[src/vcs_regs.svh]
`ifndef VCS_REGS_SVH
`define VCS_REGS_SVH

// ----------------------------------------------------------------
// Calibration code
// ----------------------------------------------------------------
`define VCS_CODE_W 8
`define VCS_CODE_DEFAULT 8'h80
`define VCS_CODE_FULL 9'h0ff
`define VCS_CODE_STEPS 10'h100
`define VCS_SCALE_RESET 8'h7f

// ----------------------------------------------------------------
// Soft-start ramp
// ----------------------------------------------------------------
`define VCS_RAMP_ZERO 8'h00
`define VCS_RAMP_FULL 8'hff

// ----------------------------------------------------------------
// Timing
// ----------------------------------------------------------------
`define VCS_CLK_HZ 10000000
`define VCS_LOAD_TIME_US 120
`define VCS_SOFTSTART_TIME_US 500
`define VCS_LOAD_CYCLES ((`VCS_LOAD_TIME_US * (`VCS_CLK_HZ / 1000000)))
`define VCS_SOFTSTART_CYCLES ((`VCS_SOFTSTART_TIME_US * (`VCS_CLK_HZ / 1000000)))
`define VCS_TICK_DIV 10

`endif

[src/vcs_pkg.sv]
package vcs_pkg;
    typedef enum logic [5:0] {
        VCS_OFF = 6'h01,
        VCS_LOAD = 6'h02,
        VCS_SOFT = 6'h04,
        VCS_WAIT_EN = 6'h08,
        VCS_BOOST = 6'h10,
        VCS_RUN = 6'h20
    } vcs_state_t;
endpackage

[src/vcs_sequencer.sv]
`timescale 1ns/10ps
`include "vcs_regs.svh"

// Contract
// - Calibration code is 8 bits; sink scale is 255 minus code over 256.
// - Calibration setting starts at 128.
// - Any bus transaction error forces working wiper back to 128; the code ignores errors in OFF and LOAD.
// - After lockout release, spend 120 us loading stored settings first.
// - Enable logic rail only after load, ramped over 0.5 ms soft-start.
// - Boost runs only while logic rail regulates and enable input is high.
// - Gate pulse output held low until delay cap reaches threshold.
// - Writing initial-value register also writes the working wiper.
module vcs_sequencer
    import vcs_pkg::*;
#(
    parameter int LOAD_CYCLES = `VCS_LOAD_CYCLES,
    parameter int SOFT_CYCLES = `VCS_SOFTSTART_CYCLES
) (
    // Clock and reset
    input wire logic clk_sys,
    input wire logic srst,
    // Supply and analog status
    input wire logic undervoltage_lockout,
    input wire logic logic_rail_in_reg,
    input wire logic boost_enable_in,
    input wire logic gate_delay_cap_voltage,
    // Stored code
    input wire logic [7:0] nv_code,
    // Bus-side register access
    input wire logic init_wr,
    input wire logic wiper_wr,
    input wire logic [7:0] wr_data,
    input wire logic bus_error,
    // Outputs
    output logic [7:0] initial_value_register,
    output logic [7:0] wiper_code,
    output logic [7:0] sink_scale,
    output logic logic_supply_rail,
    output logic [7:0] rail_ramp,
    output logic boost_on,
    output logic gate_pulse_output,
    output logic loading
);
    typedef struct packed {
        vcs_state_t st;
        logic [15:0] cnt;
        logic [7:0] init_val;
        logic [7:0] wiper;
        logic [7:0] scale;
        logic rail;
        logic [7:0] ramp;
        logic boost;
        logic gpo;
        logic load;
    } vcs_state_s_t;

    vcs_state_s_t s_q, s_d;
    logic tick;
    logic [8:0] inv_code;

    // The step counter is 16 bits wide, so longer intervals cannot be timed.
    if (LOAD_CYCLES < 1 || SOFT_CYCLES < 1 ||
        LOAD_CYCLES > 65535 || SOFT_CYCLES > 65535) begin : g_bad_timing
        $error("Timing counts out of range");
    end

    // ----------------------------------------------------------------
    // Ramp step divider
    // ----------------------------------------------------------------
    vcs_tick_div #(.DIV(`VCS_TICK_DIV)) u_div (
        .clk_sys(clk_sys),
        .srst(srst),
        .tick(tick)
    );

    // ----------------------------------------------------------------
    // Next state
    // ----------------------------------------------------------------
    always_comb begin
        s_d = s_q;
        inv_code = 9'h000;
        case (s_q.st)
            VCS_OFF: begin
                s_d.cnt = '0;
                if (!undervoltage_lockout) begin
                    s_d.st = VCS_LOAD;
                    s_d.load = 1'b1;
                end
            end
            VCS_LOAD: begin
                s_d.cnt = s_q.cnt + 16'h0001;
                s_d.init_val = nv_code;
                s_d.wiper = nv_code;
                if (s_q.cnt == 16'(LOAD_CYCLES - 1)) begin
                    s_d.st = VCS_SOFT;
                    s_d.cnt = '0;
                    s_d.load = 1'b0;
                    s_d.rail = 1'b1;
                end
            end
            VCS_SOFT: begin
                s_d.cnt = s_q.cnt + 16'h0001;
                s_d.ramp = 8'((32'(s_q.cnt) * 32'(`VCS_RAMP_FULL)) / SOFT_CYCLES);
                if (s_q.cnt == 16'(SOFT_CYCLES - 1)) begin
                    s_d.st = VCS_WAIT_EN;
                    s_d.ramp = `VCS_RAMP_FULL;
                end
            end
            VCS_WAIT_EN: begin
                if (logic_rail_in_reg && boost_enable_in) begin
                    s_d.st = VCS_BOOST;
                    s_d.boost = 1'b1;
                end
            end
            VCS_BOOST, VCS_RUN: begin
                if (!(logic_rail_in_reg && boost_enable_in)) begin
                    s_d.st = VCS_WAIT_EN;
                    s_d.boost = 1'b0;
                    s_d.gpo = 1'b0;
                end else if (gate_delay_cap_voltage) begin
                    s_d.st = VCS_RUN;
                    s_d.gpo = 1'b1;
                end
            end
            default: begin
                s_d.st = VCS_OFF;
            end
        endcase
        if (s_q.st != VCS_LOAD && s_q.st != VCS_OFF) begin
            if (init_wr) begin
                s_d.init_val = wr_data;
                s_d.wiper = wr_data;
            end else if (wiper_wr) begin
                s_d.wiper = wr_data;
            end
            if (bus_error) begin
                s_d.wiper = `VCS_CODE_DEFAULT;
            end
        end
        inv_code = `VCS_CODE_FULL - {1'b0, s_d.wiper};
        s_d.scale = inv_code[7:0];
        if (undervoltage_lockout) begin
            s_d.st = VCS_OFF;
            s_d.rail = 1'b0;
            s_d.boost = 1'b0;
            s_d.gpo = 1'b0;
            s_d.load = 1'b0;
        end
        // ramp follows state
        // Keyed on the next state, so the ramp starts from zero as the rail turns on
        // and a lockout in mid-ramp clears it together with the rail.
        if (s_d.st != VCS_SOFT) begin
            s_d.ramp = s_d.rail ? `VCS_RAMP_FULL : `VCS_RAMP_ZERO;
        end else if (!tick) begin
            s_d.ramp = s_q.ramp;
        end
    end

    always_ff @(posedge clk_sys) begin
        if (srst) begin
            s_q <= '0;
            s_q.st <= VCS_OFF;
            s_q.init_val <= `VCS_CODE_DEFAULT;
            s_q.wiper <= `VCS_CODE_DEFAULT;
            s_q.scale <= `VCS_SCALE_RESET;
        end else begin
            s_q <= s_d;
        end
    end

    assign initial_value_register = s_q.init_val;
    assign wiper_code = s_q.wiper;
    assign sink_scale = s_q.scale;
    assign logic_supply_rail = s_q.rail;
    assign rail_ramp = s_q.ramp;
    assign boost_on = s_q.boost;
    assign gate_pulse_output = s_q.gpo;
    assign loading = s_q.load;

    // ----------------------------------------------------------------
    // Checks
    // ----------------------------------------------------------------
    // scale tracks wiper
    a_scale_match: assert property (@(posedge clk_sys) disable iff (srst)
        {1'b0, s_q.scale} == `VCS_CODE_FULL - {1'b0, s_q.wiper})
        else $error("sink scale mismatch");
    a_reset_default: assert property (@(posedge clk_sys)
        $fell(srst) |-> s_q.wiper == `VCS_CODE_DEFAULT && s_q.init_val == `VCS_CODE_DEFAULT)
        else $error("reset default wrong");
    a_error_fallback: assert property (@(posedge clk_sys)
        disable iff (srst || undervoltage_lockout)
        bus_error && s_q.st inside {VCS_SOFT, VCS_WAIT_EN, VCS_BOOST, VCS_RUN}
        |=> s_q.wiper == `VCS_CODE_DEFAULT) else $error("error fallback missing");
    a_load_no_rail: assert property (@(posedge clk_sys) disable iff (srst)
        s_q.st == VCS_LOAD |-> !s_q.rail && !s_q.boost) else $error("rail during load");
    a_rail_after_load: assert property (@(posedge clk_sys) disable iff (srst)
        $rose(s_q.rail) |-> $past(s_q.st) == VCS_LOAD) else $error("rail early");
    a_ramp_start: assert property (@(posedge clk_sys) disable iff (srst)
        $rose(s_q.rail) |-> s_q.ramp == `VCS_RAMP_ZERO) else $error("ramp not from zero");
    a_boost_gate: assert property (@(posedge clk_sys) disable iff (srst)
        s_q.boost |-> $past(logic_rail_in_reg) && $past(boost_enable_in))
        else $error("boost without conditions");
    a_gate_hold: assert property (@(posedge clk_sys) disable iff (srst)
        $rose(s_q.gpo) |-> $past(gate_delay_cap_voltage)) else $error("gate early");
    a_init_pair: assert property (@(posedge clk_sys)
        disable iff (srst || undervoltage_lockout)
        init_wr && !bus_error && s_q.st inside {VCS_SOFT, VCS_WAIT_EN, VCS_BOOST, VCS_RUN}
        |=> s_q.wiper == $past(wr_data) && s_q.init_val == $past(wr_data))
        else $error("paired write lost");
    a_load_copy: assert property (@(posedge clk_sys)
        disable iff (srst || undervoltage_lockout)
        s_q.st == VCS_LOAD |=> s_q.init_val == $past(nv_code)) else $error("load copy missing");

    c_boost_up: cover property (@(posedge clk_sys) disable iff (srst) $rose(s_q.boost));
    c_gate_up: cover property (@(posedge clk_sys) disable iff (srst) $rose(s_q.gpo));
    c_bus_err: cover property (@(posedge clk_sys) disable iff (srst) bus_error && s_q.st == VCS_RUN);
endmodule // vcs_sequencer

[src/vcs_tick_div.sv]
`timescale 1ns/10ps
`include "vcs_regs.svh"

module vcs_tick_div #(
    parameter int DIV = `VCS_TICK_DIV
) (
    // Clock and reset
    input wire logic clk_sys,
    input wire logic srst,
    // Tick
    output logic tick
);
    typedef struct packed {
        logic [7:0] cnt;
        logic tick;
    } vcs_div_t;

    vcs_div_t s_q, s_d;

    if (DIV < 2 || DIV > 256) begin : g_bad_div
        $error("DIV out of range");
    end

    always_comb begin
        s_d = s_q;
        s_d.tick = 1'b0;
        if (s_q.cnt == 8'(DIV - 1)) begin
            s_d.cnt = 8'h00;
            s_d.tick = 1'b1;
        end else begin
            s_d.cnt = s_q.cnt + 8'h01;
        end
    end

    always_ff @(posedge clk_sys) begin
        if (srst) begin
            s_q <= '0;
        end else begin
            s_q <= s_d;
        end
    end

    assign tick = s_q.tick;
endmodule // vcs_tick_div
[config.mk]
export PLATFORM = sky130hd
export DESIGN_NAME = vcs_sequencer
export DESIGN_NICKNAME = d
export VERILOG_FILES = /design/src/vcs_pkg.sv /design/src/vcs_sequencer.sv /design/src/vcs_tick_div.sv
export VERILOG_INCLUDE_DIRS = /design/src
export SDC_FILE = /design/constraint.sdc
export NUM_CORES = 1
export LEC_CHECK = 0
export ABC_AREA = 1
export BUFFER_PORTS_ARGS = -buffer_cell sky130_fd_sc_hd__buf_2
export CORE_ASPECT_RATIO = 1.25
export CORE_MARGIN = 8
export CORE_UTILIZATION = 56
export DETAILED_ROUTE_END_ITERATION = 12
export PLACE_DENSITY = 0.77
export SETUP_SLACK_MARGIN = 0.15
export SYNTH_ARGS = -nofsm -noshare
export SYNTH_HDL_FRONTEND = slang
export SYNTH_SLANG_ARGS = --single-unit
[constraint.sdc]
create_clock -name clk_sys -period 11.2 [get_ports clk_sys]
set_clock_uncertainty 0.15 [all_clocks]
set_input_delay 1.12 -clock clk_sys [delete_from_list [all_inputs] [get_ports clk_sys]]
set_output_delay 1.12 -clock clk_sys [all_outputs]
set_load 0.03 [all_outputs]
==> flow_summary.html, run 1 <==
<table>
<tr><th>Metric</th><th>Value</th></tr>
<tr><th colspan="2">Logic synthesis</th></tr>
<tr><td>Synth unique cells</td><td>50</td></tr>
<tr><td>Net count after synthesis</td><td>roughly 1900</td></tr>
<tr><td>Sequential area share after synthesis</td><td>12.0%</td></tr>
<tr><td>Synthesized instance count</td><td>about 1700</td></tr>
<tr><td>Average cell area after synthesis</td><td>about 6.4 µm²</td></tr>
<tr><td>Count of state elements after synthesis</td><td>between 60 and 70</td></tr>
<tr><td>Netlist area before placement</td><td>roughly 0.011 mm²</td></tr>
<tr><td>Number of warnings issued by yosys</td><td>0</td></tr>
<tr><th colspan="2">Global routing</th></tr>
<tr><td>GRT Resource Usage Total</td><td>~25%</td></tr>
<tr><td>Sum of overflow across all layers after global routing</td><td>0</td></tr>
<tr><td>Number of global-route vias before repair</td><td>12200</td></tr>
<tr><td>Number of antenna violations at the first check in global routing</td><td>0</td></tr>
<tr><td>Largest net degree at the start of global routing</td><td>19</td></tr>
<tr><td>First-pass GRT wire length</td><td>about 52000 µm</td></tr>
<tr><th colspan="2">Place</th></tr>
<tr><td>Post-DP HPWL</td><td>around 24000 µm</td></tr>
<tr><td>Area after detailed placement</td><td>0.0136 mm²</td></tr>
<tr><td>Placed instance count</td><td>around 2300</td></tr>
<tr><td>Port-buffer cells</td><td>60</td></tr>
<tr><td>Routability congestion estimate</td><td>about 0.93</td></tr>
<tr><th colspan="2">Routing</th></tr>
<tr><td>Post-DR wirelength/cell</td><td>between 15 and 20 µm</td></tr>
<tr><td>Final Routed Wirelength</td><td>38100 µm</td></tr>
<tr><td>Total DRC errors in the routed layout</td><td>0</td></tr>
<tr><td>Count of antenna-violating nets left after detailed routing</td><td>0</td></tr>
<tr><td>Detailed-router iteration count before antenna repair</td><td>6</td></tr>
<tr><td>Vias/cell</td><td>~5.5</td></tr>
<tr><td>Total vias in the final route</td><td>13200</td></tr>
<tr><td>Detailed router's first-iteration violation count</td><td>between 900 and 1000</td></tr>
<tr><th colspan="2">Outcome</th></tr>
<tr><td>Status</td><td>finished, violations left</td></tr>
<tr><td>Violated checks</td><td>setup timing</td></tr>
<tr><th colspan="2">Critical path</th></tr>
<tr><td>FF-to-FF End</td><td>rail_ramp[0]</td></tr>
<tr><td>Element type at the critical path start</td><td>register</td></tr>
<tr><td>Maximum net fanout on the critical path</td><td>7</td></tr>
<tr><td>Class of the most critical setup path</td><td>reg2reg</td></tr>
<tr><td>Depth of the most critical reg-to-reg path</td><td>87</td></tr>
<tr><td>Required time of the worst setup path</td><td>around 11 ns</td></tr>
<tr><td>Largest incremental delay on the critical path</td><td>between 0.6 and 0.7 ns</td></tr>
<tr><td>Most numerous cell on the critical path</td><td>sky130_fd_sc_hd__nand2_1</td></tr>
<tr><td>Signal arrival time at the worst endpoint</td><td>roughly 12 ns</td></tr>
<tr><td>Library cell contributing the largest single delay on the critical path</td><td>sky130_fd_sc_hd__fa_2</td></tr>
<tr><td>Register-to-register setup slack</td><td>-0.99 ns</td></tr>
<tr><td>Category of the worst setup path capture point</td><td>register</td></tr>
<tr><td>Critical R2R Launch</td><td>s_q[47]</td></tr>
<tr><th colspan="2">Pwr</th></tr>
<tr><td>Combinational fraction of design power</td><td>between 10% and 20%</td></tr>
<tr><td>Sw frac</td><td>between 20% and 30%</td></tr>
<tr><td>Cell-internal power</td><td>approximately 450 µW</td></tr>
<tr><td>Maximum VDD drop</td><td>0.0000731 V</td></tr>
<tr><td>Power share of the clock group</td><td>around 47%</td></tr>
<tr><td>Proportion of power drawn by flip-flops and latches</td><td>between 40% and 50%</td></tr>
<tr><td>Static leakage</td><td>around 8.7 nW</td></tr>
<tr><td>Net Switching</td><td>around 180 µW</td></tr>
<tr><td>Power consumption</td><td>622 µW</td></tr>
<tr><td>P per Cell Area</td><td>approximately 40 mW/mm²</td></tr>
<tr><th colspan="2">Cells and area</th></tr>
<tr><td>Diode insertion count for antenna repair</td><td>0</td></tr>
<tr><td>Post-route insts no fill</td><td>2390</td></tr>
<tr><td>Summed area of non-filler cells in the final layout</td><td>roughly 0.016 mm²</td></tr>
<tr><td>Synthesis-to-layout area growth</td><td>43.0%</td></tr>
<tr><td>Share of cells above drive strength 1</td><td>roughly 42%</td></tr>
<tr><td>Final standard cell utilization of the core</td><td>just over 80%</td></tr>
<tr><td>Final nets</td><td>2277</td></tr>
<tr><th colspan="2">Floorplan</th></tr>
<tr><td>Die boundary width</td><td>approximately 140 µm</td></tr>
<tr><td>Chip Height</td><td>174 µm</td></tr>
<tr><td>Initial core utilization</td><td>56.3%</td></tr>
<tr><td>Area of the die</td><td>roughly 0.025 mm²</td></tr>
<tr><td>Area of the placeable core</td><td>about 0.020 mm²</td></tr>
<tr><td>Num ports</td><td>61</td></tr>
<tr><td>Number of rows created at floorplan</td><td>a little under 60</td></tr>
<tr><th colspan="2">CTS</th></tr>
<tr><td>CTS tree</td><td>yes</td></tr>
<tr><td>Clock slew at the register clock pins of the worst setup and hold paths</td><td>~0.060 ns</td></tr>
<tr><td>Cell at the root of the clock tree</td><td>sky130_fd_sc_hd__clkbuf_16</td></tr>
<tr><td>Max Root-Sink Buffers</td><td>2</td></tr>
<tr><td>Clk sink count</td><td>67</td></tr>
<tr><td>Deepest level of the CTS H-tree</td><td>3</td></tr>
<tr><td>Clock latency reported for the late side of the worst-skew pair</td><td>roughly 0.33 ns</td></tr>
<tr><td>Number of buffers created by CTS</td><td>9</td></tr>
<tr><th colspan="2">Timing</th></tr>
<tr><td>Time the final worst path needs with I/O delays and setup</td><td>approximately 12 ns</td></tr>
<tr><td>Setup repair after global routing missed its margin</td><td>true</td></tr>
<tr><td>Worst setup slack after layout</td><td>-0.990 ns</td></tr>
<tr><td>Achievable frequency</td><td>roughly 0.08 GHz</td></tr>
<tr><td>Transition time of the tightest slew-check pin</td><td>about 1.2 ns</td></tr>
<tr><td>Count of final setup violators</td><td>3</td></tr>
<tr><td>Slew Limit Fails</td><td>0</td></tr>
<tr><td>Endpoints failing hold</td><td>0</td></tr>
<tr><td>Tcrit/Tclk final</td><td>109%</td></tr>
<tr><td>Worst slew margin relative to its limit</td><td>~21%</td></tr>
<tr><td>Worst Hold Margin</td><td>roughly 0.32 ns</td></tr>
<tr><th colspan="2">Worst hold path</th></tr>
<tr><td>Worst hold path class</td><td>reg2reg</td></tr>
<tr><td>Number of stages on the worst hold path</td><td>1</td></tr>
<tr><td>Startpoint of the lowest-slack hold path</td><td>u_div.s_q[1]</td></tr>
<tr><td>Endpoint, Worst Hold</td><td>u_div.s_q[1]</td></tr>
<tr><th colspan="2">Job</th></tr>
<tr><td>Max-cap violations</td><td>0</td></tr>
</table>
## synth_stat cells, drive strengths merged
cell type,instances,share of area (%)
a211oi,2,0.13
a22oi,1,0.067
o21a,2,0.13
a21boi,2,0.17
a31oi,7,0.39
nand2,578,23
and2,1,0.056
o21ai,66,3.1
nor2,153,7.4
nand3,155,8.0
clkinv,5,0.17
dfxtp,67,12
nor3,26,1.2
ha,67,7.5
o31ai,1,0.067
a21oi,70,3.5
inv,340,11
a221oi,1,0.078
o211ai,7,0.47
clkbuf,5,0.17
a31o,1,0.078
xnor2,16,1.3
buf,39,2.9
or2,7,0.39
nor4,4,0.22
fa,70,13
o21bai,2,0.13
nand3b,8,0.54
nand4,21,1.2
xor2,25,2.0
## worst max-delay path by stage
stage	startpoint	end	slack (ns)	cells after the start
CTS	s_q[37]	rail_ramp[0]	-0.48	98
detailed placement	s_q[43]	rail_ramp[0]	-0.97	88
finish	s_q[47]	rail_ramp[0]	-0.99	87
global placement	s_q[43]	rail_ramp[0]	-0.63	87
global route	s_q[47]	rail_ramp[0]	-1.68	90
floorplan	s_q[41]	rail_ramp[0]	0.17	96
## metal layers
layer  GRT usage (%)  vias to the layer above  wire length, µm
met5               0                        -                0
met4            11.2                        0             2470
met3            2.72                      234             1940
met2            48.8                      590            20700
met1            24.8                     6219            13000
li1                -                     6126                -
## cell type report
| class | instances | area, µm² |
|---|---|---|
| tap | 270 | 338 |
| clock inverter | 7 | 76.3 |
| timing repair buffer | 390 | 2880 |
| multi-input combinational | 1302 | 9810 |
| fill | 1209 | 3880 |
| inverter | 345 | 1310 |
| clock buffer | 9 | 225 |
| sequential | 67 | 1370 |
## cells by family (layout without fill, tap and decap cells)
| logic type | Yosys count | in the layout | synth area share (%) |
|---|---|---|---|
| AOI/OAI and AO/OA | 162 | 162 | 8.27 |
| xor gates and xnor gates | 41 | 41 | 3.21 |
| and+or+nand+nor | 953 | 962 | 41.9 |
| buffers and inverters | 389 | 751 | 14.6 |
| adders and majority gates | 137 | 137 | 20.0 |
| DFF | 67 | 67 | 12.0 |
## placed cells by master (no fill, tap or decap), types with 5 or more instances in the layout
cell and n:
sky130_fd_sc_hd__xor2_1 25, sky130_fd_sc_hd__nand2_1 362, sky130_fd_sc_hd__ha_1 55, sky130_fd_sc_hd__dfxtp_1 56
sky130_fd_sc_hd__buf_4 311, sky130_fd_sc_hd__fa_2 9, sky130_fd_sc_hd__a21oi_1 54, sky130_fd_sc_hd__nor2_1 65
sky130_fd_sc_hd__or2_2 5, sky130_fd_sc_hd__o21ai_1 9, sky130_fd_sc_hd__nand2_2 145, sky130_fd_sc_hd__nand3_4 18
sky130_fd_sc_hd__nand2_4 70, sky130_fd_sc_hd__nor2_4 53, sky130_fd_sc_hd__a21oi_2 11, sky130_fd_sc_hd__xnor2_1 15
sky130_fd_sc_hd__nand2_8 10, sky130_fd_sc_hd__a21oi_4 5, sky130_fd_sc_hd__clkbuf_16 9, sky130_fd_sc_hd__buf_6 15
sky130_fd_sc_hd__buf_2 60, sky130_fd_sc_hd__nand4_1 20, sky130_fd_sc_hd__o211ai_1 7, sky130_fd_sc_hd__inv_2 48
sky130_fd_sc_hd__nand3_1 100, sky130_fd_sc_hd__nand3b_1 8, sky130_fd_sc_hd__fa_1 61, sky130_fd_sc_hd__o21ai_2 9
sky130_fd_sc_hd__ha_4 10, sky130_fd_sc_hd__inv_1 291, sky130_fd_sc_hd__o21ai_0 46, sky130_fd_sc_hd__nand3_2 37
sky130_fd_sc_hd__nor2_2 31, sky130_fd_sc_hd__nor3_1 20, sky130_fd_sc_hd__dfxtp_2 7, sky130_fd_sc_hd__a31oi_1 7
## sequential cells by signal, summed over array words and instances, names as in the netlist
name / flops
s_q: 22
initial_value_register: 8
rail_ramp: 8
sink_scale: 8
u_div.s_q: 8
wiper_code: 8
boost_on: 1
gate_pulse_output: 1
loading: 1
logic_supply_rail: 1
u_div.tick: 1
## stage by stage
step	TNS, ns	setup slack (ns)
2_1_floorplan	0	0.171
3_3_place_gp	-1.05	-0.626
3_5_place_dp	-1.87	-0.970
4_1_cts	-0.731	-0.482
5_1_grt	-3.94	-1.68
6_report	-1.78	-0.990
## timing repair
action,CTS,global route
gates resized for setup,57,355
gates cloned,2,7
hold buffers,0,0
endpoints found under the setup margin,3,4
pin swaps,28,196
buffers inserted,7,42
## power groups by stage
| stage | sequential [mW] | clock, mW | combinational, mW |
|---|---|---|---|
| 3_5_place_dp | 0.258 | 0 | 0.0748 |
| 6_report | 0.252 | 0.290 | 0.0799 |
| 4_1_cts | 0.253 | 0.288 | 0.0757 |
| 5_1_grt | 0.253 | 0.299 | 0.0865 |
| 3_3_place_gp | 0.258 | 0 | 0.0731 |
| 2_1_floorplan | 0.258 | 0 | 0.0612 |
## critical path: cells and delay by family (launching register included)
kind | cells | cell delay (ns)
fa+ha+maj | 5 | 2.60
compound gates | 6 | 1.04
simple gates | 63 | 6.27
buf+inv | 12 | 1.47
flops | 1 | 0.37
xor+xnor | 1 | 0.11
No activity file was read; power rests on OpenSTA's default activity.
==> run 2: changes to the inputs <==
--- a/config.mk
+++ b/config.mk
@@ -13,7 +13,8 @@
 export CORE_UTILIZATION = 56
 export DETAILED_ROUTE_END_ITERATION = 12
 export PLACE_DENSITY = 0.77
-export SETUP_SLACK_MARGIN = 0.15
+export SETUP_SLACK_MARGIN = 0.2
 export SYNTH_ARGS = -nofsm -noshare
 export SYNTH_HDL_FRONTEND = slang
 export SYNTH_SLANG_ARGS = --single-unit
+export TNS_END_PERCENT = 10
==> run 2 against run 1 <==
Effect of this change: the flow still finishes with violations (setup timing); fmax up 1.8%; setup slack better by 0.22 ns; utilization fell by 4.1 points; wire length shrank 14%; via count down 6.5%; largest power group unchanged; register-to-register slack improved by 0.22 ns; final cell count fell by 1.2%; sequential power about the same; die area unchanged; clock-buffer cell count stayed put; critical path depth rose by 10.
==> flow_summary.html, run 2 (synthesis results as in run 1) <==
<table>
<tr><th>Metric</th><th>Value</th></tr>
<tr><th colspan="2">CTS</th></tr>
<tr><td>Clock latency reported for the late side of the worst-skew pair</td><td>0.33 ns</td></tr>
<tr><td>Count of hold buffers inserted by post-cts repair</td><td>0</td></tr>
<tr><td>Number of buffers created by CTS</td><td>9</td></tr>
<tr><td>Cell at the root of the clock tree</td><td>sky130_fd_sc_hd__clkbuf_16</td></tr>
<tr><td>Max Root-Sink Buffers</td><td>2</td></tr>
<tr><td>Clock slew at the register clock pins of the worst setup and hold paths</td><td>0.06 ns</td></tr>
<tr><td>CTS tree</td><td>yes</td></tr>
<tr><td>Clk sink count</td><td>between 60 and 70</td></tr>
<tr><td>Deepest level of the CTS H-tree</td><td>3</td></tr>
<tr><th colspan="2">Outcome</th></tr>
<tr><td>Status</td><td>finished, violations left</td></tr>
<tr><td>Violated checks</td><td>setup timing</td></tr>
<tr><th colspan="2">Cells and area</th></tr>
<tr><td>Share of cells above drive strength 1</td><td>between 30 and 40%</td></tr>
<tr><td>Synthesis-to-layout area growth</td><td>35.6%</td></tr>
<tr><td>Diode insertion count for antenna repair</td><td>0</td></tr>
<tr><td>Largest Register</td><td>s_q</td></tr>
<tr><td>Multi-input logic area</td><td>0.00921 mm²</td></tr>
<tr><td>Commonest non-fill, non-tap cell in the layout</td><td>sky130_fd_sc_hd__nand2_1</td></tr>
<tr><td>Final nets</td><td>approximately 2200</td></tr>
<tr><td>Final-layout fill cell count</td><td>between 1000 and 1500</td></tr>
<tr><td>Most used cells in the layout excluding fill and tap cells</td><td>sky130_fd_sc_hd__nand2_1 (400), sky130_fd_sc_hd__inv_1 (306), sky130_fd_sc_hd__buf_4 (289)</td></tr>
<tr><td>Area taken by flip-flops and latches</td><td>approximately 0.0014 mm²</td></tr>
<tr><td>Final standard cell utilization of the core</td><td>about 76%</td></tr>
<tr><td>Flip-flop count of the largest register, all copies and words added</td><td>22</td></tr>
<tr><th colspan="2">Timing</th></tr>
<tr><td>Achievable frequency</td><td>about 0.084 GHz</td></tr>
<tr><td>Setup repair after global routing missed its margin</td><td>true</td></tr>
<tr><td>Slew Limit Fails</td><td>0</td></tr>
<tr><td>Time the final worst path needs with I/O delays and setup</td><td>roughly 12 ns</td></tr>
<tr><td>Count of final setup violators</td><td>2</td></tr>
<tr><td>Worst slew margin relative to its limit</td><td>25.6%</td></tr>
<tr><td>Tcrit/Tclk final</td><td>107%</td></tr>
<tr><td>Endpoints failing hold</td><td>0</td></tr>
<tr><td>Worst setup slack after layout</td><td>-0.772 ns</td></tr>
<tr><td>Transition time of the tightest slew-check pin</td><td>1.10 ns</td></tr>
<tr><th colspan="2">Floorplan</th></tr>
<tr><td>Initial core utilization</td><td>around 56%</td></tr>
<tr><td>Area of the die</td><td>about 0.025 mm²</td></tr>
<tr><td>Number of rows created at floorplan</td><td>just under 60</td></tr>
<tr><td>Num ports</td><td>61</td></tr>
<tr><td>Area of the placeable core</td><td>~0.020 mm²</td></tr>
<tr><td>Chip Height</td><td>174 µm</td></tr>
<tr><td>Die boundary width</td><td>about 140 µm</td></tr>
<tr><th colspan="2">Critical path</th></tr>
<tr><td>Critical path origin</td><td>s_q[40]</td></tr>
<tr><td>Largest incremental delay on the critical path</td><td>around 0.60 ns</td></tr>
<tr><td>Required time of the worst setup path</td><td>~11 ns</td></tr>
<tr><td>Maximum net fanout on the critical path</td><td>8</td></tr>
<tr><td>Register-to-register setup slack</td><td>-0.77 ns</td></tr>
<tr><td>Signal arrival time at the worst endpoint</td><td>about 12 ns</td></tr>
<tr><td>Class of the most critical setup path</td><td>reg2reg</td></tr>
<tr><td>Category of the worst setup path capture point</td><td>register</td></tr>
<tr><td>Depth of the most critical reg-to-reg path</td><td>between 90 and 100</td></tr>
<tr><td>Element type at the critical path start</td><td>register</td></tr>
<tr><td>FF-to-FF End</td><td>rail_ramp[0]</td></tr>
<tr><td>Critical R2R Launch</td><td>s_q[40]</td></tr>
<tr><td>Termination of the worst setup path</td><td>rail_ramp[0]</td></tr>
<tr><td>Library cell contributing the largest single delay on the critical path</td><td>sky130_fd_sc_hd__fa_2</td></tr>
<tr><td>Most numerous cell on the critical path</td><td>sky130_fd_sc_hd__nand2_2</td></tr>
<tr><th colspan="2">Routing</th></tr>
<tr><td>Post-DR wirelength/cell</td><td>approximately 14 µm</td></tr>
<tr><td>Wire length on met1</td><td>12000 µm</td></tr>
<tr><td>Highest Signal Layer</td><td>met4</td></tr>
<tr><td>Vias/cell</td><td>between 5 and 6</td></tr>
<tr><td>Count of antenna-violating nets left after detailed routing</td><td>0</td></tr>
<tr><td>Detailed-router iteration count before antenna repair</td><td>7</td></tr>
<tr><td>Sum of met2 wire segment lengths after detailed routing</td><td>18200 µm</td></tr>
<tr><td>Total vias in the final route</td><td>around 12000</td></tr>
<tr><td>Met3 Wirelength</td><td>about 1400 µm</td></tr>
<tr><td>Final Routed Wirelength</td><td>around 33000 µm</td></tr>
<tr><td>Detailed router's first-iteration violation count</td><td>between 600 and 700</td></tr>
<tr><td>Total DRC errors in the routed layout</td><td>0</td></tr>
<tr><th colspan="2">Global routing</th></tr>
<tr><td>GRT Resource Usage Total</td><td>23.6%</td></tr>
<tr><td>Number of antenna violations at the first check in global routing</td><td>0</td></tr>
<tr><td>First-pass GRT wire length</td><td>approximately 50000 µm</td></tr>
<tr><td>Number of global-route vias before repair</td><td>about 12000</td></tr>
<tr><td>Sum of overflow across all layers after global routing</td><td>0</td></tr>
<tr><td>Largest net degree at the start of global routing</td><td>19</td></tr>
<tr><th colspan="2">Job</th></tr>
<tr><td>Max-cap violations</td><td>0</td></tr>
<tr><th colspan="2">Pwr</th></tr>
<tr><td>P per Cell Area</td><td>42.2 mW/mm²</td></tr>
<tr><td>Power consumption</td><td>~640 µW</td></tr>
<tr><td>Maximum VDD drop</td><td>a little over 0.00009 V</td></tr>
<tr><td>Static leakage</td><td>between 8 and 9 nW</td></tr>
<tr><th colspan="2">Place</th></tr>
<tr><td>Post-DP HPWL</td><td>between 20000 and 25000 µm</td></tr>
<tr><td>Routability congestion estimate</td><td>0.941</td></tr>
<tr><td>Port-buffer cells</td><td>60</td></tr>
<tr><th colspan="2">Worst hold path</th></tr>
<tr><td>Worst hold path class</td><td>reg2reg</td></tr>
</table>
run 2: cell count changes in the layout (fill, tap and decap cells not counted), moves of 6 or more:
cell,change
sky130_fd_sc_hd__nand2_1,+38
sky130_fd_sc_hd__nand2_4,-30
sky130_fd_sc_hd__buf_4,-22
sky130_fd_sc_hd__inv_2,-18
sky130_fd_sc_hd__inv_1,+15
sky130_fd_sc_hd__nand3_1,+14
sky130_fd_sc_hd__nor2_1,+12
sky130_fd_sc_hd__nor2_4,-12
sky130_fd_sc_hd__nand3_4,-9
sky130_fd_sc_hd__nand2_2,-8
sky130_fd_sc_hd__buf_6,-7
sky130_fd_sc_hd__o21ai_2,-7
sky130_fd_sc_hd__a21oi_2,-6
sky130_fd_sc_hd__o21ai_0,+6
run 2: final cells by class:
cell class / instances / area share (%)
Timing Repair Buffer: 360 / 17.3
Sequential cell: 67 / 9.03
Multi-Input combinational cell: 1303 / 60.7
Tap cell: 270 / 2.23
Inverter: 345 / 8.63
Clock inverter: 7 / 0.659
Clock buffer: 9 / 1.48
run 2: stage by stage:
stage          hold WS (ns)  instance area [µm²]  setup TNS [ns]  instances  setup WS, ns
3_5_place_dp          0.318                13600           -1.19       2304        -0.707
3_3_place_gp          0.299                13600          -0.450       2304        -0.340
4_1_cts               0.336                14100          -0.796       2322        -0.542
2_1_floorplan         0.284                11200               0       1749         0.201
6_report              0.328                15200           -1.26       2361        -0.772
5_1_grt               0.354                15200           -3.36       2361         -1.58
run 2: repair_timing:
| action | in CTS | in global routing |
|---|---|---|
| gates cloned | 0 | 10 |
| setup buffers | 2 | 29 |
| pin swaps | 13 | 104 |
| resized for setup | 32 | 196 |
| endpoints found under the hold margin | 0 | 0 |
| setup endpoints to repair | 3 | 4 |
run 2: worst max-delay path, delay by kind of cell (launching register included):
kind            cells  cell delay, ns
simple gates       77            7.20
compound gates      2            0.33
flops               1            0.38
fa+ha+maj           5            2.40
buf+inv            13            1.38
run 2: worst min path at each step:
stage,from,end,cells after the start
2_1_floorplan,u_div.s_q[1],u_div.s_q[1],1
3_3_place_gp,u_div.s_q[1],u_div.s_q[1],1
3_5_place_dp,u_div.s_q[1],u_div.s_q[1],1
4_1_cts,initial_value_register[4],initial_value_register[4],2
5_1_grt,u_div.s_q[1],u_div.s_q[1],1
6_report,loading,loading,2
run 2: per-layer routing:
layer  track usage, %  up-vias
li1                 -     6074
met2             46.6      356
met3             2.20      117
met5                0        -
met4             8.21        0
met1             24.9     5765
run 2: report_power, final:
part / switching (mW) / internal [mW] / leakage [nW]
logic: 0.0525 / 0.0250 / 7.64
clock network: 0.115 / 0.197 / 0.154
registers: 0.00487 / 0.247 / 0.554
